File: config.mk
export PLATFORM = sky130hd
export DESIGN_NAME = inactivity_timeout_timer
export DESIGN_NICKNAME = d
export VERILOG_FILES = /design/src/logic/inactivity_timer_pkg.sv /design/src/logic/inactivity_timeout_timer.sv
export SDC_FILE = /design/constraint.sdc
export NUM_CORES = 1
export LEC_CHECK = 0
export BUFFER_PORTS_ARGS = -buffer_cell sky130_fd_sc_hd__buf_2
export CORE_ASPECT_RATIO = 1.25
export CORE_MARGIN = 2
export CORE_UTILIZATION = 50
export DETAILED_ROUTE_END_ITERATION = 10
export GPL_ROUTABILITY_DRIVEN = 0
export PLACE_DENSITY = 0.74
export SETUP_SLACK_MARGIN = 0.1
export SLEW_MARGIN = 20
export SYNTH_ARGS = -nofsm -noshare
export SYNTH_HDL_FRONTEND = slang
export SYNTH_SLANG_ARGS = --single-unit
File: constraint.sdc
create_clock -name clk -period 3 [get_ports clk]
set_clock_uncertainty 0.1 [all_clocks]
set_input_delay 0.6 -clock clk [delete_from_list [all_inputs] [get_ports clk]]
set_output_delay 0.6 -clock clk [all_outputs]
set_load 0.03 [all_outputs]
File: src/logic/inactivity_timer_pkg.sv
// constants, register map and carrier types of the inactivity timeout timer
// assumes a 100 mhz system clock and a 32-bit ahb-lite register bus
package inactivity_timer_pkg;
    // register indices, byte address is four times the index; index three reserved
    localparam logic [1:0] idx_timeout_period = 2'h0;
    localparam logic [1:0] idx_trigger_mask = 2'h1;
    localparam logic [1:0] idx_expiry_status = 2'h2;
    localparam logic [2:0] idx_irq_status = 3'h4;
    localparam logic [2:0] idx_irq_mask = 3'h5;
    localparam logic [2:0] idx_irq_route = 3'h6;
    localparam logic [7:0] reset_timeout_period = 8'h00;
    localparam logic [3:0] reset_trigger_mask = 4'h0;
    localparam logic [7:0] expiry_status_active = 8'h00;
    localparam logic [7:0] expiry_status_idle = 8'h01;
    localparam int num_sources = 4;
    // one minute in seconds, clock period in ns
    localparam longint minute_s = 60;
    localparam longint clk_period_ns = 10;
    localparam longint minute_cycles = minute_s * 1000000000 / clk_period_ns;
    // sticky event bits: 0 expiry, 1 trigger restart
    localparam int ev_expiry = 0;
    localparam int ev_restart = 1;

    typedef enum logic [1:0] {
        st_idle = 2'b00,
        st_count = 2'b01,
        st_expired = 2'b10
    } timer_state_t;

    typedef struct packed {
        logic [31:0] haddr;
        logic [1:0] htrans;
        logic hwrite;
        logic [2:0] hsize;
        logic hsel;
    } ahb_req_t;
endpackage

File: src/logic/inactivity_timeout_timer.sv
// inactivity timeout timer with ahb-lite register slave
// assumes irq request inputs synchronous to clk, single word transfers
//
// Function
// - eight-bit down counter decrements on each minute tick while active
// - reset clears period, idles timer, expiry high, all sources masked
// - nonzero period write activates timer and loads counter with value
// - unmasked trigger before zero reloads counter from period register
// - counter reaching zero stops, drives expiry low, status bit zero
// - any period write releases expiry high and sets status bit one
// - zero period write deactivates timer, expiry and management irq inactive
// - nonzero write while counting reloads new value immediately
// - assigned irq stays active while status bit reads low
// - period register is eight-bit readable writable minutes value
// - mask bits 3..0 enable second serial, first serial, mouse, keyboard
// - status bit mirrors expiry output level
// - registers decoded at offsets zero to two and four to six, offset three reserved
// - status reads 01h after reset and activation, upper bits zero
// - status shows internal expiry level, writes to status ignored
`timescale 1ns/100ps
module inactivity_timeout_timer #(
    parameter longint minute_ticks = inactivity_timer_pkg::minute_cycles
) (
    // clock and reset
    input wire logic clk,
    input wire logic nrst,
    // ahb-lite slave
    input wire logic hsel,
    input wire logic [31:0] haddr,
    input wire logic [1:0] htrans,
    input wire logic hwrite,
    input wire logic [2:0] hsize,
    input wire logic [31:0] hwdata,
    input wire logic hready,
    output logic [31:0] hrdata,
    output logic hreadyout,
    output logic hresp,
    // irq request lines: 3 second serial, 2 first serial, 1 mouse, 0 keyboard
    input wire logic [3:0] source_irq,
    // expiry and interrupt outputs
    output logic expiry_out_n,
    output logic system_management_irq,
    output logic irq
);

    // ------------------------------------------------------------
    // bus address phase capture
    // ------------------------------------------------------------
    inactivity_timer_pkg::ahb_req_t req;
    logic wr_pend;
    logic [2:0] wr_idx;

    assign req = '{haddr: haddr, htrans: htrans, hwrite: hwrite, hsize: hsize, hsel: hsel};
    wire take = req.hsel & hready & req.htrans[1];
    wire [2:0] rd_idx = req.haddr[4:2];
    wire addr_hi_ok = (req.haddr[31:5] == 27'h0);

    always_ff @(posedge clk or negedge nrst) begin
        if (!nrst) begin
            wr_pend <= 1'b0;
            wr_idx <= 3'h0;
        end else begin
            wr_pend <= take & req.hwrite & addr_hi_ok;
            wr_idx <= rd_idx;
        end
    end

    // ------------------------------------------------------------
    // register write decode
    // ------------------------------------------------------------
    logic [7:0] timeout_period;
    logic [3:0] trigger_mask;
    logic [1:0] irq_status;
    logic [1:0] irq_mask;
    logic irq_route;
    logic [7:0] count;
    logic [7:0] expiry_status;
    inactivity_timer_pkg::timer_state_t state;

    wire wr_period = wr_pend & (wr_idx == {1'b0, inactivity_timer_pkg::idx_timeout_period});
    wire wr_mask = wr_pend & (wr_idx == {1'b0, inactivity_timer_pkg::idx_trigger_mask});
    wire wr_istat = wr_pend & (wr_idx == inactivity_timer_pkg::idx_irq_status);
    wire wr_imask = wr_pend & (wr_idx == inactivity_timer_pkg::idx_irq_mask);
    wire wr_route = wr_pend & (wr_idx == inactivity_timer_pkg::idx_irq_route);
    wire [7:0] wdata = hwdata[7:0];

    // ------------------------------------------------------------
    // minute prescaler
    // ------------------------------------------------------------
    logic [39:0] presc;
    logic tick;
    wire presc_end = (presc == 40'(minute_ticks - 1));

    always_ff @(posedge clk or negedge nrst) begin
        if (!nrst) begin
            presc <= 40'h0;
            tick <= 1'b0;
        end else begin
            // restart the minute on any period write so a fresh load runs full minutes
            presc <= (presc_end | wr_period) ? 40'h0 : presc + 40'h1;
            tick <= presc_end & ~wr_period;
        end
    end

    // ------------------------------------------------------------
    // trigger detection and countdown
    // ------------------------------------------------------------
    wire trigger = |(source_irq & trigger_mask);
    wire counting = (state == inactivity_timer_pkg::st_count);
    wire reach_zero = counting & tick & ~trigger & ~wr_period & (count == 8'h01);
    wire restart = counting & trigger & ~wr_period;

    inactivity_timer_pkg::timer_state_t next_state;
    logic [7:0] next_count;

    always_comb begin
        next_state = state;
        next_count = count;
        if (wr_period) begin
            next_count = wdata;
            next_state = (wdata == 8'h00) ? inactivity_timer_pkg::st_idle
                                          : inactivity_timer_pkg::st_count;
        end else begin
            case (state)
                inactivity_timer_pkg::st_idle: begin
                    next_state = inactivity_timer_pkg::st_idle;
                end
                inactivity_timer_pkg::st_count: begin
                    if (trigger) begin
                        next_count = timeout_period;
                    end else if (tick) begin
                        next_count = count - 8'h01;
                        if (count == 8'h01) begin
                            next_state = inactivity_timer_pkg::st_expired;
                        end
                    end
                end
                inactivity_timer_pkg::st_expired: begin
                    next_state = inactivity_timer_pkg::st_expired;
                end
                default: begin
                    next_state = inactivity_timer_pkg::st_idle;
                end
            endcase
        end
    end

    always_ff @(posedge clk or negedge nrst) begin
        if (!nrst) begin
            state <= inactivity_timer_pkg::st_idle;
            count <= 8'h00;
        end else begin
            state <= next_state;
            count <= next_count;
        end
    end

    // ------------------------------------------------------------
    // registers
    // ------------------------------------------------------------
    wire [1:0] events = {restart, reach_zero};
    wire [1:0] clear_bits = wr_istat ? wdata[1:0] : 2'h0;
    wire [7:0] next_timeout_period = wr_period ? wdata : timeout_period;
    wire [3:0] next_trigger_mask = wr_mask ? wdata[3:0] : trigger_mask;
    wire [1:0] next_irq_mask = wr_imask ? wdata[1:0] : irq_mask;
    wire next_irq_route = wr_route ? wdata[0] : irq_route;
    // set wins over write-one-to-clear
    wire [1:0] next_irq_status = (irq_status & ~clear_bits) | events;

    always_ff @(posedge clk or negedge nrst) begin
        if (!nrst) begin
            timeout_period <= inactivity_timer_pkg::reset_timeout_period;
            trigger_mask <= inactivity_timer_pkg::reset_trigger_mask;
            irq_mask <= 2'h0;
            irq_route <= 1'b0;
            irq_status <= 2'h0;
        end else begin
            timeout_period <= next_timeout_period;
            trigger_mask <= next_trigger_mask;
            irq_mask <= next_irq_mask;
            irq_route <= next_irq_route;
            irq_status <= next_irq_status;
        end
    end

    // ------------------------------------------------------------
    // expiry output, status and interrupts
    // ------------------------------------------------------------
    wire next_expired = (next_state == inactivity_timer_pkg::st_expired);
    wire [7:0] next_expiry_status = next_expired ? inactivity_timer_pkg::expiry_status_active
                                                 : inactivity_timer_pkg::expiry_status_idle;

    always_ff @(posedge clk or negedge nrst) begin
        if (!nrst) begin
            expiry_out_n <= 1'b1;
            expiry_status <= inactivity_timer_pkg::expiry_status_idle;
            system_management_irq <= 1'b0;
            irq <= 1'b0;
        end else begin
            expiry_out_n <= ~next_expired;
            expiry_status <= next_expiry_status;
            // route and expiry taken together so a route write never leaves a stale level
            system_management_irq <= next_irq_route & next_expired;
            irq <= |(next_irq_status & next_irq_mask);
        end
    end

    // ------------------------------------------------------------
    // read data and response
    // ------------------------------------------------------------
    // captured at the address phase from the values the registers take at that edge,
    // so a read right behind a write sees the new value
    wire rd_period = (rd_idx == {1'b0, inactivity_timer_pkg::idx_timeout_period});
    wire rd_mask = (rd_idx == {1'b0, inactivity_timer_pkg::idx_trigger_mask});
    wire rd_status = (rd_idx == {1'b0, inactivity_timer_pkg::idx_expiry_status});
    wire rd_istat = (rd_idx == inactivity_timer_pkg::idx_irq_status);
    wire rd_imask = (rd_idx == inactivity_timer_pkg::idx_irq_mask);
    wire rd_route = (rd_idx == inactivity_timer_pkg::idx_irq_route);
    wire [7:0] rd_val = !addr_hi_ok ? 8'h00
                      : rd_period ? next_timeout_period
                      : rd_mask ? {4'h0, next_trigger_mask}
                      : rd_status ? next_expiry_status
                      : rd_istat ? {6'h0, next_irq_status}
                      : rd_imask ? {6'h0, next_irq_mask}
                      : rd_route ? {7'h0, next_irq_route}
                      : 8'h00;

    always_ff @(posedge clk or negedge nrst) begin
        if (!nrst) begin
            hrdata <= 32'h0;
            hreadyout <= 1'b1;
            hresp <= 1'b0;
        end else begin
            hrdata <= {24'h0, rd_val};
            // zero wait states and an okay response on every transfer
            hreadyout <= 1'b1;
            hresp <= 1'b0;
        end
    end
endmodule

==> results by group, run 1 <==
Pwr
  • Leakage: 2.28 nW
  • P per Cell Area: around 400 nW/um^2
  • Max IR drop VDD: between 0.0002 and 0.0003 V
  • Tot Pwr: 2.01 mW

Timing
  • Final Setup Violations: 0
  • RSZ-0062 raised after global routing: false
  • Setup_tns: 0 ns
  • Fin. max-slew vios: 0
  • Fmax: approximately 400 MHz
  • Final Cycle Share: 0.831
  • Post-layout min period: roughly 2.5 ns
  • Slew @ Worst Pin: ~0.75 ns
  • Hold Vio Cnt, Final: 0
  • Slew HR: 0.502

Critical path
  • Worst r2r path cells: 6
  • Reg2reg start: presc[0]
  • Crit end category: flip-flop
  • Crit-path cells: ha_1 -> nand4_1 -> or4_1 -> nand2_2 -> buf_12 -> a21oi_1
  • Critical path peak fanout: 19
  • Slowest CP cell: or4_1
  • Worst setup SP type: flip-flop
  • Crit Path Class: flip-flop to flip-flop
  • CP max stage delay: 0.64 ns
  • Worst endpoint required time: ~3.1 ns
  • Worst Path Arrival: about 2.6 ns
  • CP Launch Point: presc[0]

Clock network
  • Clock transition at path regs: around 0.090 ns
  • CTS Buffer Depth: 2
  • Worst-Skew Late Latency: 0.36 ns
  • Root buf cell: clkbuf_8
  • PostCTS Resize Cnt: 0
  • Post-CTS Hold Fix Bufs: 0
  • # clock sinks: 83
  • H-tree depth: 3
  • TritonCTS clock tree: built
  • CTS buffer count: 9
  • Setup Fix Bufs, Post-CTS: 0

GRT
  • Initial antenna violation count: 0
  • First-pass GRT wire length: approximately 16 mm
  • GRT Total Usage: 0.209
  • Grt total ovfl: 0
  • Vias in the first global route: between 3,000 and 4,000
  • Pin count of the biggest net entering global routing: 84

Yosys
  • Post-synth top area share: 0.461
  • Post-synth ARST share: 1.00
  • Synthesized instance count: between 400 and 500
  • Yosys top cell by area: dfrtp_1
  • Distinct cells, synth: 52
  • Synth warn: 0
  • Most numerous cell in the Yosys netlist: dfrtp_1
  • Most used DFF post-synth: dfrtp_1
  • Synth area leaders: dfrtp_1, buf_4, nand2_1
  • Synth Register Bits: just over 80
  • Commonest cells in the netlist: dfrtp_1, nand2_1, nor2_1
  • Mean post-synth cell area: approximately 9.5 sq um
  • Cell Area, Synth: approximately 4500 sq um
  • Post-synth EDFFs: 0
  • Sequential share of the synthesized area: 0.467

Run
  • Max-Cap Viols: 0

Floorplanning
  • Initial Utilization: 0.515
  • Total core area: 8650 sq um
  • IO Count: ~120
  • Die Y: around 110 um
  • Die footprint: 9680 sq um
  • Die Wd: approximately 88 um
  • Placement Rows: 38

Route
  • Vias: about 3,600
  • DRT Pass-1 Iters: 4
  • Antenna viol nets, final: 0
  • DR WL/cell: 14.8 um
  • Vias per inst: 5.58
  • Iter 0 DRT Violations: roughly 140
  • Total Wirelength: a little under 10 mm
  • Drt drc: 0

Cells and area
  • Final #Nets: a little over 600
  • Antenna diode count: 0
  • Share of cells above drive strength 1: 0.178
  • Area grow syn2layout: 11.7%

Status
  • Status: complete, no violations

Placed design
  • PortBufs: 58
  • Detailed Place HPWL: between 6 and 7 mm

Min path
  • Worst Hold Class: input port to asynchronous set/reset pin
==> path summary, 6_finish.rpt <==
check	to	slack, ns
max reg2reg	presc[16]	0.51
max in group asynchronous	presc[30]	2.11
min in group clk	wr_idx[2]	0.33
min	timeout_period[3]	0.15
max	presc[16]	0.51
min reg2reg	irq_status[1]	0.40
==> cells in the final DEF (no fill, tap or decap), drive strengths merged, types with 5 or more instances in the layout <==
cell type and n:
a211oi 7, a21oi 19, a221o 8, and3 7
and4 7, buf 64, clkbuf 9, conb 26
dfrtp 82, ha 5, inv 20, mux2i 6
nand2 52, nand3 20, nand4 18, nor2 47
nor3 16, nor4 21, nor4b 7, o21ai 9
or3 11, xnor2 21, xor2 13
==> flip-flops by register name (all words and copies together), names as in the netlist <==
name / flops
hrdata: 8
wr_pend: 1
wr_idx: 3
irq_mask: 2
system_management_irq: 1
tick: 1
count: 8
presc: 40
trigger_mask: 4
state: 2
timeout_period: 8
irq_route: 1
expiry_out_n: 1
irq: 1
irq_status: 2
==> routing by layer <==
layer  wire length, um  track usage  up-vias
met5                 0            0        -
met4               199       0.0887        0
met3               492       0.0315       14
met2              5020        0.368      115
met1              3960        0.252     1763
li1                  -            -     1750
==> power by group <==
part / internal, mW / switching (mW)
Sequential: 1.12 / 0.00372
Combinational: 0.0313 / 0.0908
Clock: 0.317 / 0.448
Total: 1.47 / 0.543
==> worst max-delay path: cells and delay by family, from the launching register on <==
kind,cells,cell delay (ns)
simple gates,3,1.25
fa+ha+maj,1,0.30
flops,1,0.46
compound gates,1,0.05
buf+inv,1,0.20
==> area by class of cell <==
| type | count | area (sq um) |
|---|---|---|
| clock buffer | 9 | 124 |
| clock inverter | 7 | 60.1 |
| fill | 771 | 3680 |
| inverter | 16 | 60.1 |
| multi-input combinational | 354 | 2150 |
| sequential | 83 | 2080 |
| tap | 120 | 150 |
| timing repair buffer | 64 | 354 |
==> through the flow <==
step | setup slack (ns) | cell area, sq um | util | instances | hold WS [ns]
floorplan | 0.983 | 4540 | - | 494 | 0.204
global route | 0.283 | 4970 | 0.575 | 653 | 0.238
detailed placement | 0.509 | 4790 | 0.553 | 637 | 0.381
CTS | 0.484 | 4970 | 0.574 | 653 | 0.313
global placement | 0.574 | 4790 | 0.553 | 637 | 0.378
finish | 0.506 | 4970 | 0.575 | 653 | 0.149
==> logic make-up after synthesis <==
group | after synthesis | synth area share
adder cells (fa/ha/maj) | 5 | 0.0140
buffers and inverters | 57 | 0.0728
XOR/XNOR | 34 | 0.0669
other | 2 | 0.00169
flip-flops | 83 | 0.467
multiplexers | 10 | 0.0261
AO/OA/AOI/OAI | 56 | 0.0843
AND/OR/NAND/NOR | 223 | 0.267
Power figures use the tool's default switching activity.
==> run 2, diff against run 1 <==
==> constraint.sdc (replaced) <==
create_clock -name clk -period 2.4 [get_ports clk]
set_clock_uncertainty 0.1 [all_clocks]
set_input_delay 0.48 -clock clk [delete_from_list [all_inputs] [get_ports clk]]
set_output_delay 0.48 -clock clk [all_outputs]
set_load 0.03 [all_outputs]
==> run 2 against run 1 <==
Compared with the run above:
- cell count grew 1.7%
- worst hold slack gained 0.044 ns
- sequential share of layout area shrank 0.77 points
- critical path depth shrank 1
- total power grew 27%
- core utilization grew 1.1 points
- via count grew 2.1%
- non-clock buffer count grew 11
- flip-flop and latch count is the same
- critical endpoint is now presc[39]
==> results by group, run 2 (synthesis results as in run 1) <==
Status
  • Status: complete, no violations

Critical path
  • Worst setup SP type: flip-flop
  • CP max stage delay: 0.50 ns (-0.14 ns)
  • Worst endpoint required time: 2.60 ns (-0.54 ns)
  • Most frequent CP cell: or3_4
  • Critical path peak fanout: 8 (-11)
  • Slowest CP cell: dfrtp_1
  • Crit Path Class: flip-flop to flip-flop
  • Worst Path Arrival: 2.37 ns (-0.27 ns)
  • Crit end category: flip-flop
  • Crit-path cells: nand4_2 -> or3_4 -> or3_4 -> or3_1 -> a21oi_1

Cells and area
  • Antenna diode count: 0 (unchanged)
  • Most flops, register: presc
  • Commonest non-fill, non-tap cell in the layout: dfrtp_1
  • Sequential cell area: 2080 sq um (unchanged)
  • Multi-input gate area: 2150 sq um (+0.12%)
  • Area grow syn2layout: 13.8%
  • Leading cell types in the layout, fill and taps excluded: dfrtp_1, buf_2, nand2_1
  • # fillers: 818 (+6.1%)
  • Final #Nets: 622 (+1.8%)
  • Share of cells above drive strength 1: 0.195 (+0.0166)
  • Max FFs per register: 40 (unchanged)

Floorplanning
  • Placement Rows: 38 (unchanged)
  • Total core area: 8650 sq um (unchanged)
  • Die Wd: 88.4 um (unchanged)
  • Initial Utilization: 0.515 (unchanged)
  • Die footprint: 9680 sq um (unchanged)
  • IO Count: 115 (unchanged)
  • Die Y: 110 um (unchanged)

GRT
  • GRT Total Usage: 0.216 (+0.00656)
  • First-pass GRT wire length: 16.4 mm (+3.5%)
  • Pin count of the biggest net entering global routing: 40 (-52%)
  • Grt total ovfl: 0 (unchanged)
  • Vias in the first global route: 3,602 (+3.1%)
  • Initial antenna violation count: 0 (unchanged)

Route
  • Vias: 3,719 (+2.1%)
  • Vias per inst: 5.60 (+0.42%)
  • DR WL/cell: 15.2 um (+2.3%)
  • DRT Pass-1 Iters: 4 (unchanged)
  • Total Wirelength: 10.1 mm (+4.0%)
  • Drt drc: 0 (unchanged)
  • Iter 0 DRT Violations: 132 (-3.6%)
  • Antenna viol nets, final: 0 (unchanged)

Run
  • Max-Cap Viols: 0 (unchanged)

Clock network
  • CTS Buffer Depth: 2 (unchanged)
  • # clock sinks: 83 (unchanged)
  • Root buf cell: clkbuf_8
  • Worst-Skew Late Latency: 0.38 ns (+0.02 ns)
  • CTS buffer count: 9 (unchanged)
  • TritonCTS clock tree: built
  • H-tree depth: 3 (unchanged)
  • Clock transition at path regs: 0.10 ns (about the same)

Timing
  • Slew HR: 0.539 (+0.0368)
  • Hold Vio Cnt, Final: 0 (unchanged)
  • RSZ-0062 raised after global routing: false
  • Fin. max-slew vios: 0 (unchanged)
  • Final Cycle Share: 0.906 (+0.0745)
  • Post-layout min period: 2.17 ns (-0.320 ns)
  • Setup_tns: 0 ns (unchanged)
  • Slew @ Worst Pin: 0.692 ns (-0.0552 ns)
  • Final Setup Violations: 0 (unchanged)
  • Fmax: 460 MHz (+15%)

Pwr
  • P per Cell Area: 503 nW/um^2 (+24%)
  • Leakage: 2.33 nW (+2.2%)
  • Max IR drop VDD: 0.000348 V (+29%)
  • Tot Pwr: 2.55 mW (+27%)

Placed design
  • PortBufs: 58 (unchanged)
  • Detailed Place HPWL: 7.35 mm (+6.3%)

Min path
  • Worst Hold Class: input port to flip-flop
-- run 2: per-stage QoR --
stage | instance area [sq um] | utilization | setup slack [ns] | hold WS, ns | cells
floorplan | 4540 | - | 0.383 | 0.0844 | 494
global placement | 4860 | 0.562 | 0.265 | 0.379 | 647
detailed placement | 4860 | 0.562 | 0.201 | 0.381 | 647
CTS | 5060 | 0.585 | 0.233 | 0.194 | 664
global route | 5070 | 0.586 | 0.120 | 0.195 | 664
finish | 5070 | 0.586 | 0.226 | 0.193 | 664
-- run 2: per-layer routing --
metal  routed length [um]  track usage  share of wire
met1                 4140        0.264           0.41
met2                 5120        0.374           0.51
met3                  523       0.0368          0.052
met4                  280       0.0887          0.028
met5                    0            0              0
-- run 2: path summary, 6_finish.rpt --
path | startpoint | to | slack, ns | cells past startpoint
max | presc[16] | presc[39] | 0.23 | 5
min reg2reg | timeout_period[0] | timeout_period[0] | 0.41 | 2
min in group asynchronous | nrst | timeout_period[7] | 0.52 | 2
min | haddr[3] | wr_idx[1] | 0.19 | 1
max reg2reg | presc[16] | presc[39] | 0.23 | 5
max in group asynchronous | nrst | expiry_out_n | 1.04 | 3
-- run 2: cell type report --
cell class	count	share of cell area
Clock inverter	6	0.0111
Timing Repair Buffer	75	0.0859
Multi-Input combinational cell	354	0.424
Sequential cell	83	0.410
Tap cell	120	0.0296
Clock buffer	10	0.0272
Inverter	16	0.0119
-- run 2: report_power, final --
group          switching (mW)  total, mW  internal, mW  leakage (nW)
Clock                   0.559      0.984         0.425        0.0969
Sequential            0.00508       1.41          1.40          1.08
Combinational           0.116      0.159        0.0429          1.15
Total                   0.680       2.55          1.87          2.33
-- run 2: critical path, delay by kind of cell, from the launching register on --
kind | cells | cell delay [ns]
AOI/OAI and AO/OA | 1 | 0.15
DFF | 1 | 0.50
and+or+nand+nor | 4 | 1.36
-- run 2: what timing repair did --
item,4_1_cts,5_1_grt
hold endpoints to repair,36,0
resized for setup,0,1
setup buffers,0,0
hold buffers,1,0
endpoints found under the setup margin,0,1
==> run 3, diff against run 2 <==
--- a/config.mk
+++ b/config.mk
@@ -6,12 +6,14 @@
 export NUM_CORES = 1
 export LEC_CHECK = 0
 export BUFFER_PORTS_ARGS = -buffer_cell sky130_fd_sc_hd__buf_2
+export CELL_PAD_IN_SITES_DETAIL_PLACEMENT = 1
+export CELL_PAD_IN_SITES_GLOBAL_PLACEMENT = 2
 export CORE_ASPECT_RATIO = 1.25
 export CORE_MARGIN = 2
-export CORE_UTILIZATION = 50
+export CORE_UTILIZATION = 32
 export DETAILED_ROUTE_END_ITERATION = 10
 export GPL_ROUTABILITY_DRIVEN = 0
-export PLACE_DENSITY = 0.74
+export PLACE_DENSITY = 0.78
 export SETUP_SLACK_MARGIN = 0.1
 export SLEW_MARGIN = 20
 export SYNTH_ARGS = -nofsm -noshare
==> run 3 against run 2 <==
Compared with the run above:
- die area rose by 54%
- highest routed layer unchanged
- critical endpoint is now presc[37]
- sequential share of layout area fell by 1.7 points
- cell count rose by 9.0%
- largest power group is now clock
- register-to-register slack hardly changed
- critical path type unchanged
==> results by group, run 3 (synthesis results as in run 1) <==
Status
  • Status: complete, no violations

Clock network
  • Post-CTS Hold Fix Bufs: 0 (-1)
  • # clock sinks: 83 (unchanged)
  • Worst-Skew Late Latency: 0.34 ns (-0.04 ns)
  • TritonCTS clock tree: built
  • CTS buffer count: 9 (unchanged)
  • PostCTS Resize Cnt: 0 (unchanged)
  • Root buf cell: clkbuf_16
  • CTS Buffer Depth: 2 (unchanged)
  • H-tree depth: 3 (unchanged)
  • Setup Fix Bufs, Post-CTS: 0 (unchanged)
  • Clock transition at path regs: 0.07 ns (-0.03 ns)

Cells and area
  • Most flops, register: presc
  • Leading cell types in the layout, fill and taps excluded: dfrtp_1, buf_2, nand2_1
  • Area grow syn2layout: 18.7%
  • # fillers: 1,613 (+97%)
  • Antenna diode count: 0 (unchanged)
  • Share of cells above drive strength 1: 0.204 (+0.00915)
  • Final #Nets: 627 (+0.80%)
  • Max FFs per register: 40 (unchanged)
  • Final Non-Filler Cells: 724 (+9.0%)
  • Commonest non-fill, non-tap cell in the layout: dfrtp_1

Pwr
  • Sw frac: 0.243 (-0.0230)
  • Clock share of power: 0.481 (+0.095)
  • Leakage: 2.40 nW (+3.1%)
  • P per Cell Area: 574 nW/um^2 (+14%)
  • Max IR drop VDD: 0.000366 V (+5.2%)
  • Int Power: 2.29 mW (+23%)
  • Comb power frac: 0.054 (-0.008)
  • Sequential Power Share: 0.465 (-0.087)
  • Net Sw Power: 0.738 mW (+8.6%)

Run
  • Max-Cap Viols: 0 (unchanged)

Critical path
  • Crit end category: flip-flop
  • Crit Path Class: flip-flop to flip-flop
  • Critical path peak fanout: 6 (-2)
  • Worst setup SP type: flip-flop
  • Worst endpoint required time: 2.56 ns (-0.04 ns)
  • Worst Path Arrival: 2.34 ns (-0.03 ns)

Floorplanning
  • Placement Rows: 48 (+26%)
  • Die Wd: 110 um (+24%)
  • Die Y: 136 um (+24%)
  • Total core area: 13,700 sq um (+58%)
  • Die footprint: 14,900 sq um (+54%)
  • IO Count: 115 (unchanged)
  • Initial Utilization: 0.325 (-0.189)

Route
  • Vias: 3,689 (-0.81%)
  • Total Wirelength: 12.5 mm (+24%)
  • Drt drc: 0 (unchanged)
  • Antenna viol nets, final: 0 (unchanged)
  • Vias per inst: 5.10 (-9.0%)
  • Iter 0 DRT Violations: 146 (+11%)
  • DRT Pass-1 Iters: 4 (unchanged)
  • DR WL/cell: 17.2 um (+14%)

Timing
  • Fin. max-slew vios: 0 (unchanged)
  • Post-layout min period: 2.18 ns (+0.00605 ns)
  • Hold Vio Cnt, Final: 0 (unchanged)
  • Slew @ Worst Pin: 0.552 ns (-0.140 ns)
  • RSZ-0062 raised after global routing: false
  • Slew HR: 0.631 (+0.0925)
  • Final Cycle Share: 0.908 (+0.00252)
  • Fmax: 459 MHz (-0.28%)
  • Final Setup Violations: 0 (unchanged)
  • Setup_tns: 0 ns (unchanged)

GRT
  • Grt total ovfl: 0 (unchanged)
  • Pin count of the biggest net entering global routing: 40 (unchanged)
  • Initial antenna violation count: 0 (unchanged)
  • Vias in the first global route: 4,028 (+12%)
  • GRT Total Usage: 0.179 (-0.0363)
  • First-pass GRT wire length: 20.7 mm (+26%)

Placed design
  • PortBufs: 58 (unchanged)
  • Number of placed instances, taps included: 708 (+9.4%)
  • Detailed Place HPWL: 9.47 mm (+29%)

Min path
  • Worst Hold Class: input port to asynchronous set/reset pin
-- run 3: stage by stage --
stage          setup WS (ns)  power, mW  area [sq um]  hold slack [ns]  utilization
2_1_floorplan          0.383       1.54          4540           0.0844            -
3_3_place_gp           0.248       1.60          4970            0.382        0.363
3_5_place_dp           0.210       1.60          4970            0.393        0.363
4_1_cts                0.203       3.06          5290           0.0432        0.386
5_1_grt                0.109       3.14          5290           0.0566        0.386
6_report               0.220       3.03          5290           0.0230        0.386
-- run 3: area by class of cell --
type,instances,area [sq um],share of cell area
clock inverters,6,71.3,0.0135
flip-flops and latches,83,2080,0.393
inverters,16,60.1,0.0114
well taps,175,219,0.0414
multi-input cells,354,2150,0.406
repair buffers,80,470,0.0890
clock buffers,10,239,0.0452
-- run 3: layer usage --
layer  global-route usage  vias up  part of all wire
met5                    0        -                 0
met1                0.214     1855              0.41
met4               0.0499        0             0.010
met3               0.0283       10             0.027
met2                0.329       47              0.55
li1                     -     1777                 -
-- run 3: power groups by stage --
| stage | Clock, mW | Combinational, mW | Sequential [mW] |
|---|---|---|---|
| after floorplan | 0 | 0.104 | 1.44 |
| after global placement | 0 | 0.164 | 1.44 |
| after detailed placement | 0 | 0.166 | 1.44 |
| after CTS | 1.49 | 0.167 | 1.41 |
| after global routing | 1.55 | 0.180 | 1.41 |
| final | 1.46 | 0.164 | 1.41 |
-- run 3: worst paths after layout --
check,start,end,slack (ns),cells after the start
max reg2reg,presc[18],presc[37],0.22,5
min,nrst,timeout_period[1],0.02,1
max in group asynchronous,nrst,count[6],1.57,2
min reg2reg,timeout_period[4],timeout_period[4],0.41,2
max,presc[18],presc[37],0.22,5
min in group clk,haddr[4],wr_idx[2],0.24,1
-- run 3: critical path, cell delays in order (launching register included) --
cell and delay [ns]:
dfrtp_1 0.48, nand4_2 0.18, or3_4 0.43, or3_4 0.43
or3_1 0.32, a21oi_1 0.16
